$ cat src/dkc_pkg.sv
// package of shared constants for the disk controller mcu/buffer port,
// plus the three-stage input synchroniser used on every mcu and buffer pin input.
// assumes a single 20 MHz controller clock with synchronous active-high reset.
`timescale 1ns/1ps
package dkc_pkg;
  // controller clock and mcu reset hold
  localparam int CLK_PERIOD_NS   = 50;
  localparam int RST_HOLD_CYCLES = 24;
  // buffer strobe widths in clock cycles
  localparam int WR_PULSE_CYCLES = 2;
  localparam int RD_PULSE_CYCLES = 4;
  // mcu-visible register offsets on the latched address
  localparam logic [7:0] REG_ADDR_LO = 8'h00;
  localparam logic [7:0] REG_ADDR_HI = 8'h01;
  localparam logic [7:0] REG_DATA    = 8'h02;
  localparam logic [7:0] REG_CTRL    = 8'h03;
  localparam logic [7:0] REG_STAT    = 8'h04;
  localparam logic [7:0] REG_IMASK   = 8'h05;
  // field positions
  localparam int CTRL_RD_BIT    = 0;
  localparam int STAT_BUSY_BIT  = 0;
  localparam int STAT_DONE_BIT  = 1;
  localparam int IMASK_DONE_BIT = 0;
  localparam int IMASK_EXT_BIT  = 1;
  // control pin order inside the synchronised vector
  localparam int PIN_ALE    = 0;
  localparam int PIN_PROGRAM_STORE_ENABLE_N_N = 1;
  localparam int PIN_RD_N   = 2;
  localparam int PIN_WR_N   = 3;
  // buffer access sequencer
  typedef enum logic [1:0] {
    BUF_IDLE  = 2'b00,
    BUF_WRITE = 2'b01,
    BUF_READ  = 2'b10
  } dkc_buf_state_t;
endpackage

// three flip-flops per bit; o_agree marks bits whose stages two and three match
module dkc_sync #(
  parameter int           W       = 8,
  parameter logic [W-1:0] RST_VAL = '0
) (
  // clock and reset
  input  wire logic         i_clk,
  input  wire logic         i_reset,
  // asynchronous input
  input  wire logic [W-1:0] i_d,
  // synchronised output
  output logic      [W-1:0] o_q,
  output logic      [W-1:0] o_agree
);
  typedef struct packed {
    logic [W-1:0] s1;
    logic [W-1:0] s2;
    logic [W-1:0] s3;
  } dkc_sync_st_t;

  dkc_sync_st_t st_ff;
  dkc_sync_st_t nxt_st;

  initial begin
    if (W < 1) $error("dkc_sync: width must be at least one");
  end

  // shift chain; s1 feeds only s2 to keep metastability contained
  always_comb begin
    nxt_st    = st_ff;
    nxt_st.s1 = i_d;
    nxt_st.s2 = st_ff.s1;
    nxt_st.s3 = st_ff.s2;
  end

  always_ff @(posedge i_clk) begin
    if (i_reset) begin
      st_ff <= '{s1: RST_VAL, s2: RST_VAL, s3: RST_VAL};
    end else begin
      st_ff <= nxt_st;
    end
  end

  assign o_q     = st_ff.s3;
  assign o_agree = ~(st_ff.s2 ^ st_ff.s3);
endmodule

$ cat src/dkc_port.sv
// mcu slave port and external sram buffer control of the disk controller.
// assumes all mcu and sram pins are asynchronous to I_MCLK and the board
// resolves each bidirectional bus from the output enables.
// one clock domain; every mcu and sram input pin passes a three-stage synchroniser first.
// limitation: reads answer about four clocks after the strobe falls, so the
// mcu must stretch its strobes; address and start writes while busy are dropped silently.
// Functional notes
// - latch address from muxed bus at address strobe fall, drive it out.
// - answer mcu accesses only while program store enable is high.
// - read strobe low, valid address, enable high: drive register data.
// - write strobe rising with valid address, enable high: load register.
// - pull interrupt output low while an interrupt condition is pending.
// - hold mcu reset output active for at least 24 clock cycles.
// - address buffer ram bytewise through sixteen address outputs.
// - bank select output equals inverse of top buffer address bit.
// - buffer write enable low during each buffer write cycle.
// - buffer output enable low during each buffer read cycle.
// - eight bit buffer data bus driven on writes, sampled on reads.
`timescale 1ns/1ps
module dkc_port (
  // clock and reset
  input  wire logic        I_MCLK,
  input  wire logic        I_RESET,
  // microcontroller bus
  input  wire logic        I_ALE,
  input  wire logic        I_PROGRAM_STORE_ENABLE_N_N,
  input  wire logic        I_RD_N,
  input  wire logic        I_WR_N,
  input  wire logic [7:0]  I_MCU_ADDR_DATA_BUS,
  output logic      [7:0]  O_MCU_ADDR_DATA_BUS,
  output logic             O_MCU_ADDR_DATA_OE_N,
  output logic      [7:0]  O_LATCHED_MCU_ADDRESS,
  output logic             O_INT_N,
  output logic             O_MCU_RESET_OUTPUT,
  // event from other controller logic on the same clock
  input  wire logic        I_EXT_EVENT,
  // buffer sram
  input  wire logic [7:0]  I_BUFFER_DATA_BUS,
  output logic      [7:0]  O_BUFFER_DATA_BUS,
  output logic             O_BUFFER_DATA_OE_N,
  output logic      [15:0] O_BUFFER_ADDRESS_BUS,
  output logic             O_UPPER_BANK_SELECT_N,
  output logic             O_BUFFER_WRITE_ENABLE_N,
  output logic             O_BUFFER_OUTPUT_ENABLE_N
);
  // every flop of the port outside the two synchronisers, registered together by one process
  typedef struct packed {
    logic [3:0]              ctl;        // accepted control pin levels
    logic [7:0]              addr;       // latched mcu address
    logic                    addr_valid;
    logic [7:0]              ad_out;
    logic                    ad_oe_n;
    logic [7:0]              wr_data;    // byte waiting to go to the buffer
    logic [7:0]              rd_data;    // last byte read from the buffer
    logic                    done;       // sticky access-complete flag
    logic                    ext_pend;   // sticky external event flag
    logic [1:0]              imask;
    logic                    int_n;
    logic [4:0]              rst_cnt;
    logic                    mcu_rst;
    dkc_pkg::dkc_buf_state_t bstate;
    logic [3:0]              cnt;
    logic [15:0]             ma;
    logic                    bank_n;
    logic                    mwe_n;
    logic                    moe_n;
    logic [7:0]              md_out;
    logic                    md_oe_n;
  } dkc_port_st_t;

  localparam dkc_port_st_t ST_RESET = '{
    ctl: 4'hE, addr: 8'h00, addr_valid: 1'b0, ad_out: 8'h00, ad_oe_n: 1'b1,
    wr_data: 8'h00, rd_data: 8'h00, done: 1'b0, ext_pend: 1'b0, imask: 2'h0,
    int_n: 1'b1, rst_cnt: 5'h00, mcu_rst: 1'b1, bstate: dkc_pkg::BUF_IDLE,
    cnt: 4'h0, ma: 16'h0000, bank_n: 1'b1, mwe_n: 1'b1, moe_n: 1'b1,
    md_out: 8'h00, md_oe_n: 1'b1
  };

  // counter end points, cut on purpose to the counter widths checked below
  localparam logic [3:0]  WE_OFF_CNT  = 4'(dkc_pkg::WR_PULSE_CYCLES - 1);
  localparam logic [3:0]  WR_END_CNT  = 4'(dkc_pkg::WR_PULSE_CYCLES);
  localparam logic [3:0]  RD_MIN_CNT  = 4'(dkc_pkg::RD_PULSE_CYCLES - 1);
  localparam logic [4:0]  RST_END_CNT = 5'(dkc_pkg::RST_HOLD_CYCLES);
  // pin idle levels: muxed bus low, address strobe low, other strobes high
  localparam logic [11:0] MCU_IDLE    = {8'h00, 4'hE};

  initial begin
    if (dkc_pkg::RST_HOLD_CYCLES > 31 || dkc_pkg::RD_PULSE_CYCLES > 15 ||
        dkc_pkg::WR_PULSE_CYCLES > 14 || dkc_pkg::RD_PULSE_CYCLES < 1 ||
        dkc_pkg::WR_PULSE_CYCLES < 1) begin
      $error("dkc_port: timing constants exceed counter width");
    end
  end

  // true when the latched address names a register of this port
  function automatic logic reg_hit(input logic [7:0] a);
    reg_hit = (a == dkc_pkg::REG_ADDR_LO) || (a == dkc_pkg::REG_ADDR_HI) ||
              (a == dkc_pkg::REG_DATA) || (a == dkc_pkg::REG_CTRL) ||
              (a == dkc_pkg::REG_STAT) || (a == dkc_pkg::REG_IMASK);
  endfunction

  // buffer address after a byte access; wraps at the top of the space
  function automatic logic [15:0] next_addr(input logic [15:0] a);
    next_addr = a + 16'h0001;
  endfunction

  dkc_port_st_t st_ff;
  dkc_port_st_t nxt_st;
  logic [11:0]  mcu_q;
  logic [11:0]  mcu_agree;
  logic [7:0]   md_q;
  logic [7:0]   md_agree;

  // mcu pins: control strobes in the low nibble, muxed bus above
  // stages reset to idle levels, so no false strobe edge follows reset
  dkc_sync #(.W(12), .RST_VAL(MCU_IDLE)) u_mcu_sync (
    .i_clk   (I_MCLK),
    .i_reset (I_RESET),
    .i_d     ({I_MCU_ADDR_DATA_BUS, I_WR_N, I_RD_N, I_PROGRAM_STORE_ENABLE_N_N, I_ALE}),
    .o_q     (mcu_q),
    .o_agree (mcu_agree)
  );

  // buffer read data
  // same three stages; a byte is taken only once all its bits agree
  dkc_sync #(.W(8)) u_md_sync (
    .i_clk   (I_MCLK),
    .i_reset (I_RESET),
    .i_d     (I_BUFFER_DATA_BUS),
    .o_q     (md_q),
    .o_agree (md_agree)
  );

  // next-state logic for the whole port
  always_comb begin
    logic [3:0] ctl;
    logic       selected;
    logic       wr_rise;
    logic       start_wr;
    logic       start_rd;
    logic [7:0] din;
    ctl      = st_ff.ctl;
    selected = 1'b0;
    wr_rise  = 1'b0;
    start_wr = 1'b0;
    start_rd = 1'b0;
    din      = mcu_q[11:4];
    nxt_st   = st_ff;

    // a pin change counts only when stages two and three agree
    for (int i = 0; i < 4; i++) begin
      if (mcu_agree[i]) ctl[i] = mcu_q[i];
    end
    nxt_st.ctl = ctl;

    // address capture on strobe fall; bus bits are taken as they stand, with no agree check
    // until the first fall the port stays silent, whatever the address
    if (st_ff.ctl[dkc_pkg::PIN_ALE] && !ctl[dkc_pkg::PIN_ALE]) begin
      nxt_st.addr       = din;
      nxt_st.addr_valid = 1'b1;
    end

    // program fetches never reach the registers
    selected = st_ff.addr_valid && ctl[dkc_pkg::PIN_PROGRAM_STORE_ENABLE_N_N] &&
               reg_hit(st_ff.addr);

    // register read: drive bus while the read strobe stays low
    // data tracks the live register for as long as the strobe is held
    nxt_st.ad_oe_n = 1'b1;
    if (selected && !ctl[dkc_pkg::PIN_RD_N]) begin
      nxt_st.ad_oe_n = 1'b0;
      case (st_ff.addr)
        dkc_pkg::REG_ADDR_LO: nxt_st.ad_out = st_ff.ma[7:0];
        dkc_pkg::REG_ADDR_HI: nxt_st.ad_out = st_ff.ma[15:8];
        dkc_pkg::REG_DATA:    nxt_st.ad_out = st_ff.rd_data;
        dkc_pkg::REG_STAT: begin
          nxt_st.ad_out = 8'h00;
          nxt_st.ad_out[dkc_pkg::STAT_BUSY_BIT] = (st_ff.bstate != dkc_pkg::BUF_IDLE);
          nxt_st.ad_out[dkc_pkg::STAT_DONE_BIT] = st_ff.done;
        end
        dkc_pkg::REG_IMASK:   nxt_st.ad_out = {6'h00, st_ff.imask};
        default:              nxt_st.ad_out = 8'h00;
      endcase
    end

    // register write on rising write strobe; data sampled at that edge
    // address and start writes while busy are dropped; the data byte still lands
    wr_rise = !st_ff.ctl[dkc_pkg::PIN_WR_N] && ctl[dkc_pkg::PIN_WR_N];
    if (selected && wr_rise) begin
      case (st_ff.addr)
        dkc_pkg::REG_ADDR_LO: begin
          if (st_ff.bstate == dkc_pkg::BUF_IDLE) nxt_st.ma[7:0] = din;
        end
        dkc_pkg::REG_ADDR_HI: begin
          if (st_ff.bstate == dkc_pkg::BUF_IDLE) nxt_st.ma[15:8] = din;
        end
        dkc_pkg::REG_DATA: begin
          nxt_st.wr_data = din;
          start_wr       = (st_ff.bstate == dkc_pkg::BUF_IDLE);
        end
        dkc_pkg::REG_CTRL: begin
          start_rd = din[dkc_pkg::CTRL_RD_BIT] && (st_ff.bstate == dkc_pkg::BUF_IDLE);
        end
        dkc_pkg::REG_STAT: begin
          if (din[dkc_pkg::STAT_DONE_BIT]) nxt_st.done = 1'b0;
          if (din[dkc_pkg::STAT_DONE_BIT]) nxt_st.ext_pend = 1'b0;
        end
        dkc_pkg::REG_IMASK:   nxt_st.imask = din[1:0];
        default:              nxt_st.imask = st_ff.imask;
      endcase
    end

    // buffer sequencer; writes hold data one cycle past the strobe
    // one access at a time; status busy tells the mcu when to poll again
    case (st_ff.bstate)
      dkc_pkg::BUF_IDLE: begin
        nxt_st.cnt = 4'h0;
        if (start_wr) begin
          nxt_st.bstate  = dkc_pkg::BUF_WRITE;
          nxt_st.md_out  = din;
          nxt_st.md_oe_n = 1'b0;
          nxt_st.mwe_n   = 1'b0;
        end else if (start_rd) begin
          nxt_st.bstate = dkc_pkg::BUF_READ;
          nxt_st.moe_n  = 1'b0;
        end
      end
      dkc_pkg::BUF_WRITE: begin
        nxt_st.cnt = st_ff.cnt + 4'h1;
        // strobe rises first, so the ram latches while the data still stands
        if (st_ff.cnt == WE_OFF_CNT) begin
          nxt_st.mwe_n = 1'b1;
        end
        if (st_ff.cnt == WR_END_CNT) begin
          nxt_st.md_oe_n = 1'b1;
          nxt_st.bstate  = dkc_pkg::BUF_IDLE;
          nxt_st.ma      = next_addr(st_ff.ma);
          nxt_st.done    = 1'b1;
        end
      end
      dkc_pkg::BUF_READ: begin
        nxt_st.cnt = st_ff.cnt + 4'h1;
        // strobe long enough for the three-stage input path to settle
        if (st_ff.cnt >= RD_MIN_CNT && (&md_agree)) begin
          nxt_st.rd_data = md_q;
          nxt_st.moe_n   = 1'b1;
          nxt_st.bstate  = dkc_pkg::BUF_IDLE;
          nxt_st.ma      = next_addr(st_ff.ma);
          nxt_st.done    = 1'b1;
        end
      end
      // unused state code: back to idle with every strobe released
      default: begin
        nxt_st.bstate  = dkc_pkg::BUF_IDLE;
        nxt_st.mwe_n   = 1'b1;
        nxt_st.moe_n   = 1'b1;
        nxt_st.md_oe_n = 1'b1;
      end
    endcase

    // bank select follows the next address so both leave the same flop edge
    // the top address bit picks the second ram, whose enable is low-active
    nxt_st.bank_n = ~nxt_st.ma[15];

    // sticky external event; a new event beats a same-cycle clear
    if (I_EXT_EVENT) nxt_st.ext_pend = 1'b1;

    // interrupt line low while any unmasked flag is pending
    // a level, not a pulse: it stays low until the flag or its mask is cleared
    nxt_st.int_n = ~((nxt_st.done && nxt_st.imask[dkc_pkg::IMASK_DONE_BIT]) ||
                     (nxt_st.ext_pend && nxt_st.imask[dkc_pkg::IMASK_EXT_BIT]));

    // mcu reset stretcher; counts from release of I_RESET, not from power-up
    // the output drops one edge after the count reaches its end
    if (st_ff.rst_cnt != RST_END_CNT) begin
      nxt_st.rst_cnt = st_ff.rst_cnt + 5'h01;
      nxt_st.mcu_rst = 1'b1;
    end else begin
      nxt_st.mcu_rst = 1'b0;
    end
  end

  // single state register, synchronous reset
  // one register for all port state outside the synchronisers keeps reset and next state in one place
  always_ff @(posedge I_MCLK) begin
    if (I_RESET) begin
      st_ff <= ST_RESET;
    end else begin
      st_ff <= nxt_st;
    end
  end

  // outputs straight from the state register
  // no logic between flop and pin, so the pins never glitch
  assign O_MCU_ADDR_DATA_BUS      = st_ff.ad_out;
  assign O_MCU_ADDR_DATA_OE_N     = st_ff.ad_oe_n;
  assign O_LATCHED_MCU_ADDRESS    = st_ff.addr;
  assign O_INT_N                  = st_ff.int_n;
  assign O_MCU_RESET_OUTPUT       = st_ff.mcu_rst;
  assign O_BUFFER_DATA_BUS        = st_ff.md_out;
  assign O_BUFFER_DATA_OE_N       = st_ff.md_oe_n;
  assign O_BUFFER_ADDRESS_BUS     = st_ff.ma;
  assign O_UPPER_BANK_SELECT_N    = st_ff.bank_n;
  assign O_BUFFER_WRITE_ENABLE_N  = st_ff.mwe_n;
  assign O_BUFFER_OUTPUT_ENABLE_N = st_ff.moe_n;
endmodule

$ cat config.mk
export PLATFORM = sky130hd
export DESIGN_NAME = dkc_port
export DESIGN_NICKNAME = d
export VERILOG_FILES = /design/src/dkc_pkg.sv /design/src/dkc_port.sv
export SDC_FILE = /design/constraint.sdc
export NUM_CORES = 1
export LEC_CHECK = 0
export ABC_AREA = 1
export BUFFER_PORTS_ARGS = -buffer_cell sky130_fd_sc_hd__buf_2
export CAP_MARGIN = 15
export CORE_ASPECT_RATIO = 1.25
export CORE_UTILIZATION = 53
export DETAILED_ROUTE_END_ITERATION = 10
export PLACE_DENSITY = 0.85
export SYNTH_ARGS = -nofsm -noshare
export SYNTH_HDL_FRONTEND = slang
export SYNTH_SLANG_ARGS = --single-unit
$ cat constraint.sdc
create_clock -name I_MCLK -period 2.58 [get_ports I_MCLK]
set_clock_uncertainty 0.05 [all_clocks]
set_input_delay 0.129 -clock I_MCLK [delete_from_list [all_inputs] [get_ports I_MCLK]]
set_output_delay 0.129 -clock I_MCLK [all_outputs]
set_load 0.02 [all_outputs]
Word level (Yosys, flattened, before mapping)
Index checks and enable logic that the tools add are counted.
{"block": "op_classes", "n_addsub": 3, "magnitude_cmp": 1, "eq_ne": 17, "n_mux": 44, "bitwise_logic": 8, "n_reduce_logical": 31}
{"operator": "$mux W16", "count": 3}
{"operator": "$pmux W8 S5", "count": 1}
{"operator": "$mux W8", "count": 4}
{"operator": "$pmux W16 S2", "count": 1}
{"operator": "$mux W1", "count": 22}
{"operator": "$add A16 B1 Y16 const B", "count": 1}
{"operator": "$eq A8 B2 Y1 const B", "count": 2}
{"operator": "$eq A8 B3 Y1 const B", "count": 2}
{"operator": "$mux W2", "count": 6}
{"operator": "$logic_and A1 B1 Y1", "count": 10}
{"operator": "$pmux W1 S3", "count": 3}
{"operator": "$reduce_and A3 Y1", "count": 3}
{"operator": "$eq A8 B1 Y1 const B", "count": 1}
{"operator": "$logic_not A8 Y1", "count": 1}
{"operator": "$ne A2 B2 Y1 const B", "count": 4}
{"operator": "$not A8 Y8", "count": 1}
{"operator": "$pmux W4 S2", "count": 1}
{"operator": "$reduce_and A8 Y1", "count": 1}
{"operator": "$xor A8 B8 Y8", "count": 1}
{"operator": "$logic_or A1 B1 Y1", "count": 6}
{"operator": "$pmux W2 S3", "count": 1}
{"operator": "$add A5 B1 Y5 const B", "count": 1}
{"operator": "$ne A5 B5 Y1 const B", "count": 1}
{"operator": "$add A4 B1 Y4 const B", "count": 1}
{"operator": "other kinds (18)", "count": 26}
{"block": "word_totals", "ff_bits": 135, "out_inout_bits": 47, "word_cells": 130}

Logic depth before layout (Yosys ltp)
Gate-level depths: netlist (run 1).
{"block": "depth", "ltp_word": 14, "depth_mapped": 14, "ltp_nobuf": 13}

Modules after synthesis
A second synthesis (run 1) with hierarchy kept.
{"block": "hier_totals", "cells_unflattened": 889, "area_unflattened_um2": 6376.1}
{"mod": "dkc_port", "instances": 1, "cells_per_inst": 629, "area_per_inst_um2": 4384.2, "seq_area_each_um2": 1501.4}
{"mod": "dkc_sync at u_mcu_sync", "instances": 1, "cells_per_inst": 154, "area_per_inst_um2": 1188.6, "seq_area_each_um2": 720.7}
{"mod": "dkc_sync at u_md_sync", "instances": 1, "cells_per_inst": 106, "area_per_inst_um2": 803.3, "seq_area_each_um2": 480.5}

Worst setup path before layout (run 1)
No wires, ideal clock.
{"block": "synth_timing", "path_type": "flip-flop to flip-flop", "from": "register st_ff[32] (netlist name)", "to": "register st_ff (netlist bit O_BUFFER_ADDRESS_BUS[15])", "setup_time_ps": 111, "arrival_ps": 1680, "required_time_ps": 2419, "setup_slack_ps": 739, "path_stages_with_launch": 13, "path_buffers": 2, "synth_period_minus_slack_ps": 1841, "cell_sequence": "dfxtp_1 -> inv_1 -> ha_1 -> buf_2 -> inv_1 -> clkbuf_1 -> a21oi_1 -> o21ai_0 -> nand3_1 -> nand3_1 -> nand2_1 -> nand2_1 -> inv_1"}
{"block": "synth_via", "elab_chain_len": 6}
{"item": "from (decl)", "line": "dkc_port.sv:107", "text": "dkc_port_st_t st_ff;"}
{"item": "from (signal assigned)", "line": "dkc_port.sv:289", "text": "st_ff <= nxt_st;"}
{"item": "$logic_not A2 Y1", "line": "dkc_port.sv:195", "text": "if (st_ff.bstate == dkc_pkg::BUF_IDLE) nxt_st.ma[15:8] = din;"}
{"item": "$mux W8", "line": "dkc_port.sv:195"}
{"item": "$mux W8", "line": "dkc_port.sv:190", "text": "case (st_ff.addr)"}
{"item": "$mux W16", "line": "dkc_port.sv:189", "text": "if (selected && wr_rise) begin"}
{"item": "$mux W16, on equally long branches", "line": "dkc_port.sv:244, dkc_port.sv:234"}
{"item": "$pmux W16 S2 *", "line": "dkc_port.sv:215", "text": "case (st_ff.bstate)"}
Mark *: on every way between the ends. The rest lies on a longest branch, timed or not.
A chain may end at the register's enable or synchronous reset.

Final worst setup path (run 1)
{"block": "layout_timing", "from": "register st_ff[29] (netlist name)", "to": "register st_ff (netlist bit O_UPPER_BANK_SELECT_N)"}
{"block": "layout_via", "elab_chain_len": 5}
{"item": "$ge A4 B2 Y1", "line": "dkc_port.sv:244", "text": "if (st_ff.cnt >= RD_MIN_CNT && (&md_agree)) begin"}
{"item": "$logic_and A1 B1 Y1", "line": "dkc_port.sv:244"}
{"item": "$mux W16", "line": "dkc_port.sv:244"}
{"item": "$pmux W16 S2 *", "line": "dkc_port.sv:215"}
{"item": "$not A1 Y1 *", "line": "dkc_port.sv:263", "text": "nxt_st.bank_n = ~nxt_st.ma[15];"}
Marks and branches as above.

==> metrics, run 1 <==
slew margin rel.=0.3792; Storage cell area=around 2700 µm²; Worst Path Max Fanout=17; Mapped Cells=between 800 and 900; total congestion overflow=0; final cell count without fillers=1015; Avg Vias per Cell=5.139; final setup violating endpoints=0; fillcell total=950; Hold Crit Start=I_RESET; final setup TNS=0 ns; clock transition at the registers of the reported paths=around 0.06 ns; Synth area leaders=dfxtp_1 45%, inv_1 7.5%, nand2_1 7.4%, nor2_1 6.1%, nand3_1 5.2%; arrival time worst endpoint=approximately 2.4 ns; GRT Total Usage=0.2369; Post-Route WL=roughly 13 mm; area leader, netlist=dfxtp_1; effective utilization at floorplan=0.5450; multi-input combinational cell area=2459 µm²; CTS Root Cell=clkbuf_16; Slew Limit Fails=0; Post-synth top flop=dfxtp_1; Fin Hold WS=0.2486 ns; #FFs+latches synth=about 140; die area=approximately 12000 µm²; Pwr Density=approximately 680 nW/µm²; FF-to-FF path depth=12; Final min period=between 2 and 2.5 ns; CP Launch Type=register; failing checks=design-rule violations; synth unique cells=40; Final Cell Area=around 7000 µm²; period utilization=0.8410; PortBufs=69; Worst setup EP type=register; CTS Buf Count=17; P&R area growth vs syn=15.19%; dpl ws=around 0.43 ns; mean post-synth cell area=roughly 7.4 µm²; final hold violation count=0; sequential element share of the synthesized area=0.4453; Max VDD drop=0.3979 mV; Placed Area=just over 6000 µm²; RSZ-0062 raised after global routing=false; routed len/inst=between 10 and 15 µm; proportion of layout cells with a drive suffix above 1=0.1500; Syn Std Cell Area=approximately 6100 µm²; first-pass GRT wire length=between 20 and 25 mm; CP most frequent cell=nand2_1; Worst-Skew Late Latency=about 0.42 ns; R2R Path End=O_UPPER_BANK_SELECT_N$_SDFF_PP1_; Starting DRT DRC Count=450; CP peak stage delay=0.48 ns; routability cong.=about 0.94; post-CTS setup buffers=0; vias post-DR=about 5200; TritonCTS clock tree=done; worst setup margin=about 0.41 ns; Die W=slightly below 100 µm; slowest CP cell=nand2_1; H-tree levels=4; Clock Path Buffers=2; worst slew pin tran=0.9312 ns; Post-synth ARST share=0; Reg2Reg Setup Slack=0.41 ns; drt first pass iters=8; # DRC=8; largest net degree at the start of global routing=95; core footprint=between 10000 and 15000 µm²; CP required=between 2 and 3 ns; post-route ant nets=0; Hold Path Sink=O_INT_N$_SDFF_PP1_; worst min-delay path category=input port to register; area share of the largest cell type after synthesis=0.4453; post-DP HPWL=between 8 and 9 mm; Clock Sinks=135; IO Pins=70; Post-synth EDFFs=0; Synthesis Warnings=0; outcome=finished with violations; Final nets=900; WHS Path Cells=3; crit path kind=register to register; die height=around 120 µm; Peak Freq=460.9 MHz; Antenna Cells=0; leakage power=around 3.1 nW; Post-Place Cells=962; CP Cell Sequence=ha_1, inv_1, nand2_1, nand3_1, nor2_1, nand2_1, inv_1, nand2_2, nand2_1, nand3_1, nand2_1, nand2_1; syn_nets=~850; initial antenna violation count=0; row cnt=43; FF-to-FF Start=st_ff[29]$_SDFFE_PP0P_; max-cap violation count=0; vias in the first global route=around 4700; Resized Gates After CTS=0
-- what timing repair did --
item,CTS,global route
hold buffers,21,0
endpoints found under the setup margin,0,0
hold endpoints to repair,21,0
-- cell usage after synthesis, types with 5 or more instances --
library cell    n
dfxtp_1       135
nand4_1         8
o21ai_0        56
nand3b_1        5
nor2_1         99
ha_1           10
buf_4          42
xor2_1         13
a21oi_1        58
nand3_1        63
o21ai_1         5
inv_1         121
nand2_1       120
clkbuf_1       20
o22ai_1         7
or2_2          12
xnor2_1         5
nor3_1          9
-- per-stage QoR --
step                      total power [mW]  utilization
after global routing                 4.949       0.6278
final                                4.779       0.6278
after detailed placement             2.429       0.5569
after floorplan                      2.364            -
after global placement               2.424       0.5569
after CTS                            4.799       0.6278
-- routing by layer --
metal | global-route usage | up-vias | part of all wire
li1 | - | 2637 | -
met1 | 0.2636 | 2307 | 0.42
met2 | 0.3932 | 211 | 0.47
met3 | 0.07229 | 61 | 0.063
met4 | 0.1572 | 0 | 0.052
met5 | 0 | - | 0
-- cells in the final DEF, fill, tap and decap left out, drive strengths merged, types with 12 or more instances in the layout --
cell | netlist | final
xor2 | 13 | 13
dfxtp | 135 | 135
buf | 49 | 77
nand3 | 64 | 64
nand2 | 124 | 124
or2 | 12 | 12
a21oi | 58 | 58
inv | 122 | 126
o21ai | 61 | 61
dlygate4sd3 | 0 | 21
clkbuf | 20 | 19
nor2 | 103 | 103
-- cells by family after synthesis --
| logic type | after synthesis | share of synthesized area |
|---|---|---|
| DFF | 135 | 0.4453 |
| xor gates and xnor gates | 18 | 0.02597 |
| AOI/OAI and AO/OA | 130 | 0.1103 |
| buffers and inverters | 193 | 0.1497 |
| adders and majority gates | 11 | 0.02226 |
| and+or+nand+nor | 332 | 0.2465 |
-- state kept, by name, summed over array words and instances, names as in the netlist --
register / flops
st_ff: 28
u_mcu_sync.nxt_st: 24
O_BUFFER_ADDRESS_BUS: 16
u_md_sync.nxt_st: 16
u_mcu_sync.o_q: 12
O_BUFFER_DATA_BUS: 8
O_LATCHED_MCU_ADDRESS: 8
O_MCU_ADDR_DATA_BUS: 8
u_md_sync.o_q: 8
O_BUFFER_DATA_OE_N: 1
O_BUFFER_OUTPUT_ENABLE_N: 1
O_BUFFER_WRITE_ENABLE_N: 1
O_INT_N: 1
O_MCU_ADDR_DATA_OE_N: 1
O_MCU_RESET_OUTPUT: 1
O_UPPER_BANK_SELECT_N: 1
-- power by group --
| group | switching, mW | total, mW | internal [mW] |
|---|---|---|---|
| Sequential | 0.0256 | 2.16 | 2.14 |
| Clock | 0.935 | 2.37 | 1.43 |
| Combinational | 0.154 | 0.251 | 0.0970 |
| Total | 1.11 | 4.78 | 3.66 |
-- worst max path at each step --
stage / from / endpoint / slack (ns) / cells after the start
2_1_floorplan: st_ff[32]$_SDFFE_PP0P_ / O_BUFFER_ADDRESS_BUS[15]$_SDFF_PP0_ / 0.74 / 12
3_3_place_gp: st_ff[29]$_SDFFE_PP0P_ / O_UPPER_BANK_SELECT_N$_SDFF_PP1_ / 0.53 / 12
3_5_place_dp: st_ff[29]$_SDFFE_PP0P_ / O_UPPER_BANK_SELECT_N$_SDFF_PP1_ / 0.43 / 12
4_1_cts: st_ff[29]$_SDFFE_PP0P_ / O_UPPER_BANK_SELECT_N$_SDFF_PP1_ / 0.42 / 12
5_1_grt: st_ff[29]$_SDFFE_PP0P_ / O_BUFFER_ADDRESS_BUS[3]$_SDFF_PP0_ / 0.19 / 11
6_report: st_ff[29]$_SDFFE_PP0P_ / O_UPPER_BANK_SELECT_N$_SDFF_PP1_ / 0.41 / 12
-- cell type report --
class,instances,share of cell area
Sequential cell,135,0.3865
Multi-Input combinational cell,491,0.3516
Timing Repair Buffer,98,0.08805
Inverter,124,0.06675
Clock buffer,19,0.06192
Tap cell,135,0.02416
Clock inverter,13,0.02094
-- worst max-delay path: cells and delay by family, from the launching register on --
family	cells	cell delay (ns)
buffers and inverters	2	0.12
AND/OR/NAND/NOR	9	1.23
adder cells (fa/ha/maj)	1	0.22
flip-flops	1	0.41
(Power assumes the default switching activity.)
==> inputs of run 2 (changes only) <==
--- a/config.mk
+++ b/config.mk
@@ -11,7 +11,7 @@
 export CORE_ASPECT_RATIO = 1.25
 export CORE_UTILIZATION = 53
 export DETAILED_ROUTE_END_ITERATION = 10
-export PLACE_DENSITY = 0.85
+export PLACE_DENSITY = 0.88
 export SYNTH_ARGS = -nofsm -noshare
 export SYNTH_HDL_FRONTEND = slang
 export SYNTH_SLANG_ARGS = --single-unit
==> constraint.sdc (replaced) <==
create_clock -name I_MCLK -period 1.95 [get_ports I_MCLK]
set_clock_uncertainty 0.05 [all_clocks]
set_input_delay 0.0975 -clock I_MCLK [delete_from_list [all_inputs] [get_ports I_MCLK]]
set_output_delay 0.0975 -clock I_MCLK [all_outputs]
set_load 0.02 [all_outputs]
==> metrics, run 2 (synthesis results as in run 1) <==
Clock Sinks=135 (unchanged); final hold violation count=0 (unchanged); slew margin rel.=0.3994 (was 0.3792); kind of cell adding the most delay to the critical path=simple AND/OR/NAND/NOR gates (unchanged); RSZ-0062 raised after global routing=true (was false); Worst-Skew Late Latency=0.41 ns (was 0.42 ns); Final nets=921 (was 900); H-tree levels=4 (unchanged); Post-Route WL=14.03 mm (was 13.45 mm); commonest non-fill, non-tap cell in the layout=dfxtp_1 (unchanged); final setup TNS=0 ns (unchanged); slowest CP cell=dfxtp_1 (was nand2_1); worst path buffer plus inverter count=0 (was 2); Antenna Cells=0 (unchanged); die height=121.6 µm (unchanged); routed len/inst=13.54 µm (was 13.25 µm); final core occ=0.6515 (was 0.6278); worst min-delay path category=input port to register (unchanged); CP Launch Type=register (unchanged); max-cap violation count=0 (unchanged); final total power=6.643 mW (was 4.779 mW); Die W=97.72 µm (unchanged); Peak Freq=533.9 MHz (was 460.9 MHz); vias post-DR=5370 (was 5216); initial antenna violation count=0 (unchanged); Fin Hold WS=0.05410 ns (was 0.2486 ns); Clock Path Buffers=2 (unchanged); core footprint=11140 µm² (unchanged); proportion of layout cells with a drive suffix above 1=0.1820 (was 0.1500); Slew Limit Fails=0 (unchanged); CP most frequent cell=nand2_1 (unchanged); dpl ws=0.01875 ns (was 0.4338 ns); arrival time worst endpoint=2.13 ns (was 2.41 ns); outcome=finished with violations (unchanged); leakage power=3.227 nW (was 3.078 nW); final setup violating endpoints=0 (unchanged); vias in the first global route=4944 (was 4727); Final min period=1.873 ns (was 2.170 ns); post-DP HPWL=9.309 mm (was 8.958 mm); commonest cells after routing, fill and taps aside=132 x dfxtp_1, 120 x inv_1, 118 x nand2_1 (was 135 x dfxtp_1, 121 x inv_1, 120 x nand2_1); GRT Total Usage=0.2451 (was 0.2369); IO Pins=70 (unchanged); row cnt=43 (unchanged); Starting DRT DRC Count=530 (was 450); Max VDD drop=0.5932 mV (was 0.3979 mV); CP Cell Sequence=nand2_1, nor2_1, nand2_4, nand2_4, nand3_4, nor2_2, nand2_1, o21ai_0, nand2_1, nand2_1, nand2_1 (was ha_1, inv_1, nand2_1, nand3_1, nor2_1, nand2_1, inv_1, nand2_2, nand2_1, nand3_1, nand2_1, nand2_1); PortBufs=69 (unchanged); Pwr Density=915.6 nW/µm² (was 683.6 nW/µm²); routability cong.=0.9393 (was 0.9409); CTS Root Cell=clkbuf_16 (unchanged); P&R area growth vs syn=19.54% (was 15.19%); worst setup margin=0.07686 ns (was 0.4103 ns); WP depth=11 (was 12); Most flops, register=st_ff (unchanged); largest net degree at the start of global routing=95 (unchanged); period utilization=0.9606 (was 0.8410); CTS Buf Count=17 (unchanged); crit path kind=register to register (unchanged); Largest register FFs=28 (unchanged); CP required=2.21 ns (was 2.82 ns); failing checks=design-rule violations (unchanged); WHS Path Cells=3 (unchanged); total congestion overflow=0 (unchanged); # DRC=10 (was 8); die area=11890 µm² (unchanged); Avg Vias per Cell=5.183 (was 5.139); drt first pass iters=9 (was 8); Worst setup EP type=register (unchanged); effective utilization at floorplan=0.5450 (unchanged); TritonCTS clock tree=done (unchanged); FF-to-FF path depth=11 (was 12); clock transition at the registers of the reported paths=0.06 ns (about the same); first-pass GRT wire length=22.84 mm (was 21.88 mm); post-route ant nets=0 (unchanged); Worst Path Max Fanout=6 (was 17); worst slew pin tran=0.9009 ns (was 0.9312 ns); CP peak stage delay=0.42 ns (was 0.48 ns)
## run 2: changes by cell type in the layout (fill, tap and decap cells not counted), sizes merged
| cell | delta |
|---|---|
| clkbuf | +3 |
| clkinvlp | -3 |
| buf | +20 |
| inv | -2 |
| bufinv | +2 |
| nor2 | +1 |
## run 2: area by class of cell
type | count | area (µm²)
fill | 895 | 3881
sequential | 135 | 2706
timing repair buffer | 118 | 778.2
multi-input combinational | 492 | 2492
inverter | 124 | 469.2
tap | 135 | 168.9
clock inverter | 10 | 166.4
clock buffer | 22 | 474.2
## run 2: final timing paths
kind / endpoint / slack [ns] / startpoint
setup / recovery: O_INT_N$_SDFF_PP1_ / 0.08 / O_LATCHED_MCU_ADDRESS[0]$_SDFFE_PP0P_
hold / removal: st_ff[81]$_SDFF_PP1_ / 0.05 / I_RESET
setup reg to reg: O_INT_N$_SDFF_PP1_ / 0.08 / O_LATCHED_MCU_ADDRESS[0]$_SDFFE_PP0P_
hold reg to reg: u_md_sync.nxt_st[3]$_SDFF_PP0_ / 0.35 / u_md_sync.nxt_st[11]$_SDFF_PP0_
## run 2: what timing repair did
action,4_1_cts,5_1_grt
endpoints found under the setup margin,1,32
gates cloned,0,1
endpoints found under the hold margin,21,0
hold buffers,21,0
pin swaps,0,1
buffers inserted,0,2
resized for setup,1,15
## run 2: stage by stage
step | cells | cell area, µm²
floorplan | 819 | 6070
global placement | 980 | 6350
detailed placement | 980 | 6350
CTS | 1033 | 7201
global route | 1036 | 7256
finish | 1036 | 7256
## run 2: per-layer routing
layer | GRT usage | up-vias | part of all wire
met5 | 0 | - | 0
met4 | 0.1525 | 0 | 0.043
met3 | 0.06024 | 54 | 0.062
met2 | 0.4295 | 240 | 0.50
met1 | 0.2673 | 2390 | 0.40
li1 | - | 2686 | -
## run 2: worst min-delay path: stages
cell      delay, ns
buf_2          0.11
clkinv_1       0.18
nand2_1        0.08
## run 2: power by group
part	leakage [nW]	total (mW)	switching, mW	internal (mW)
combinational	1.82	0.348	0.209	0.139
clock	0.307	3.43	1.18	2.25
sequential	1.10	2.86	0.0333	2.83
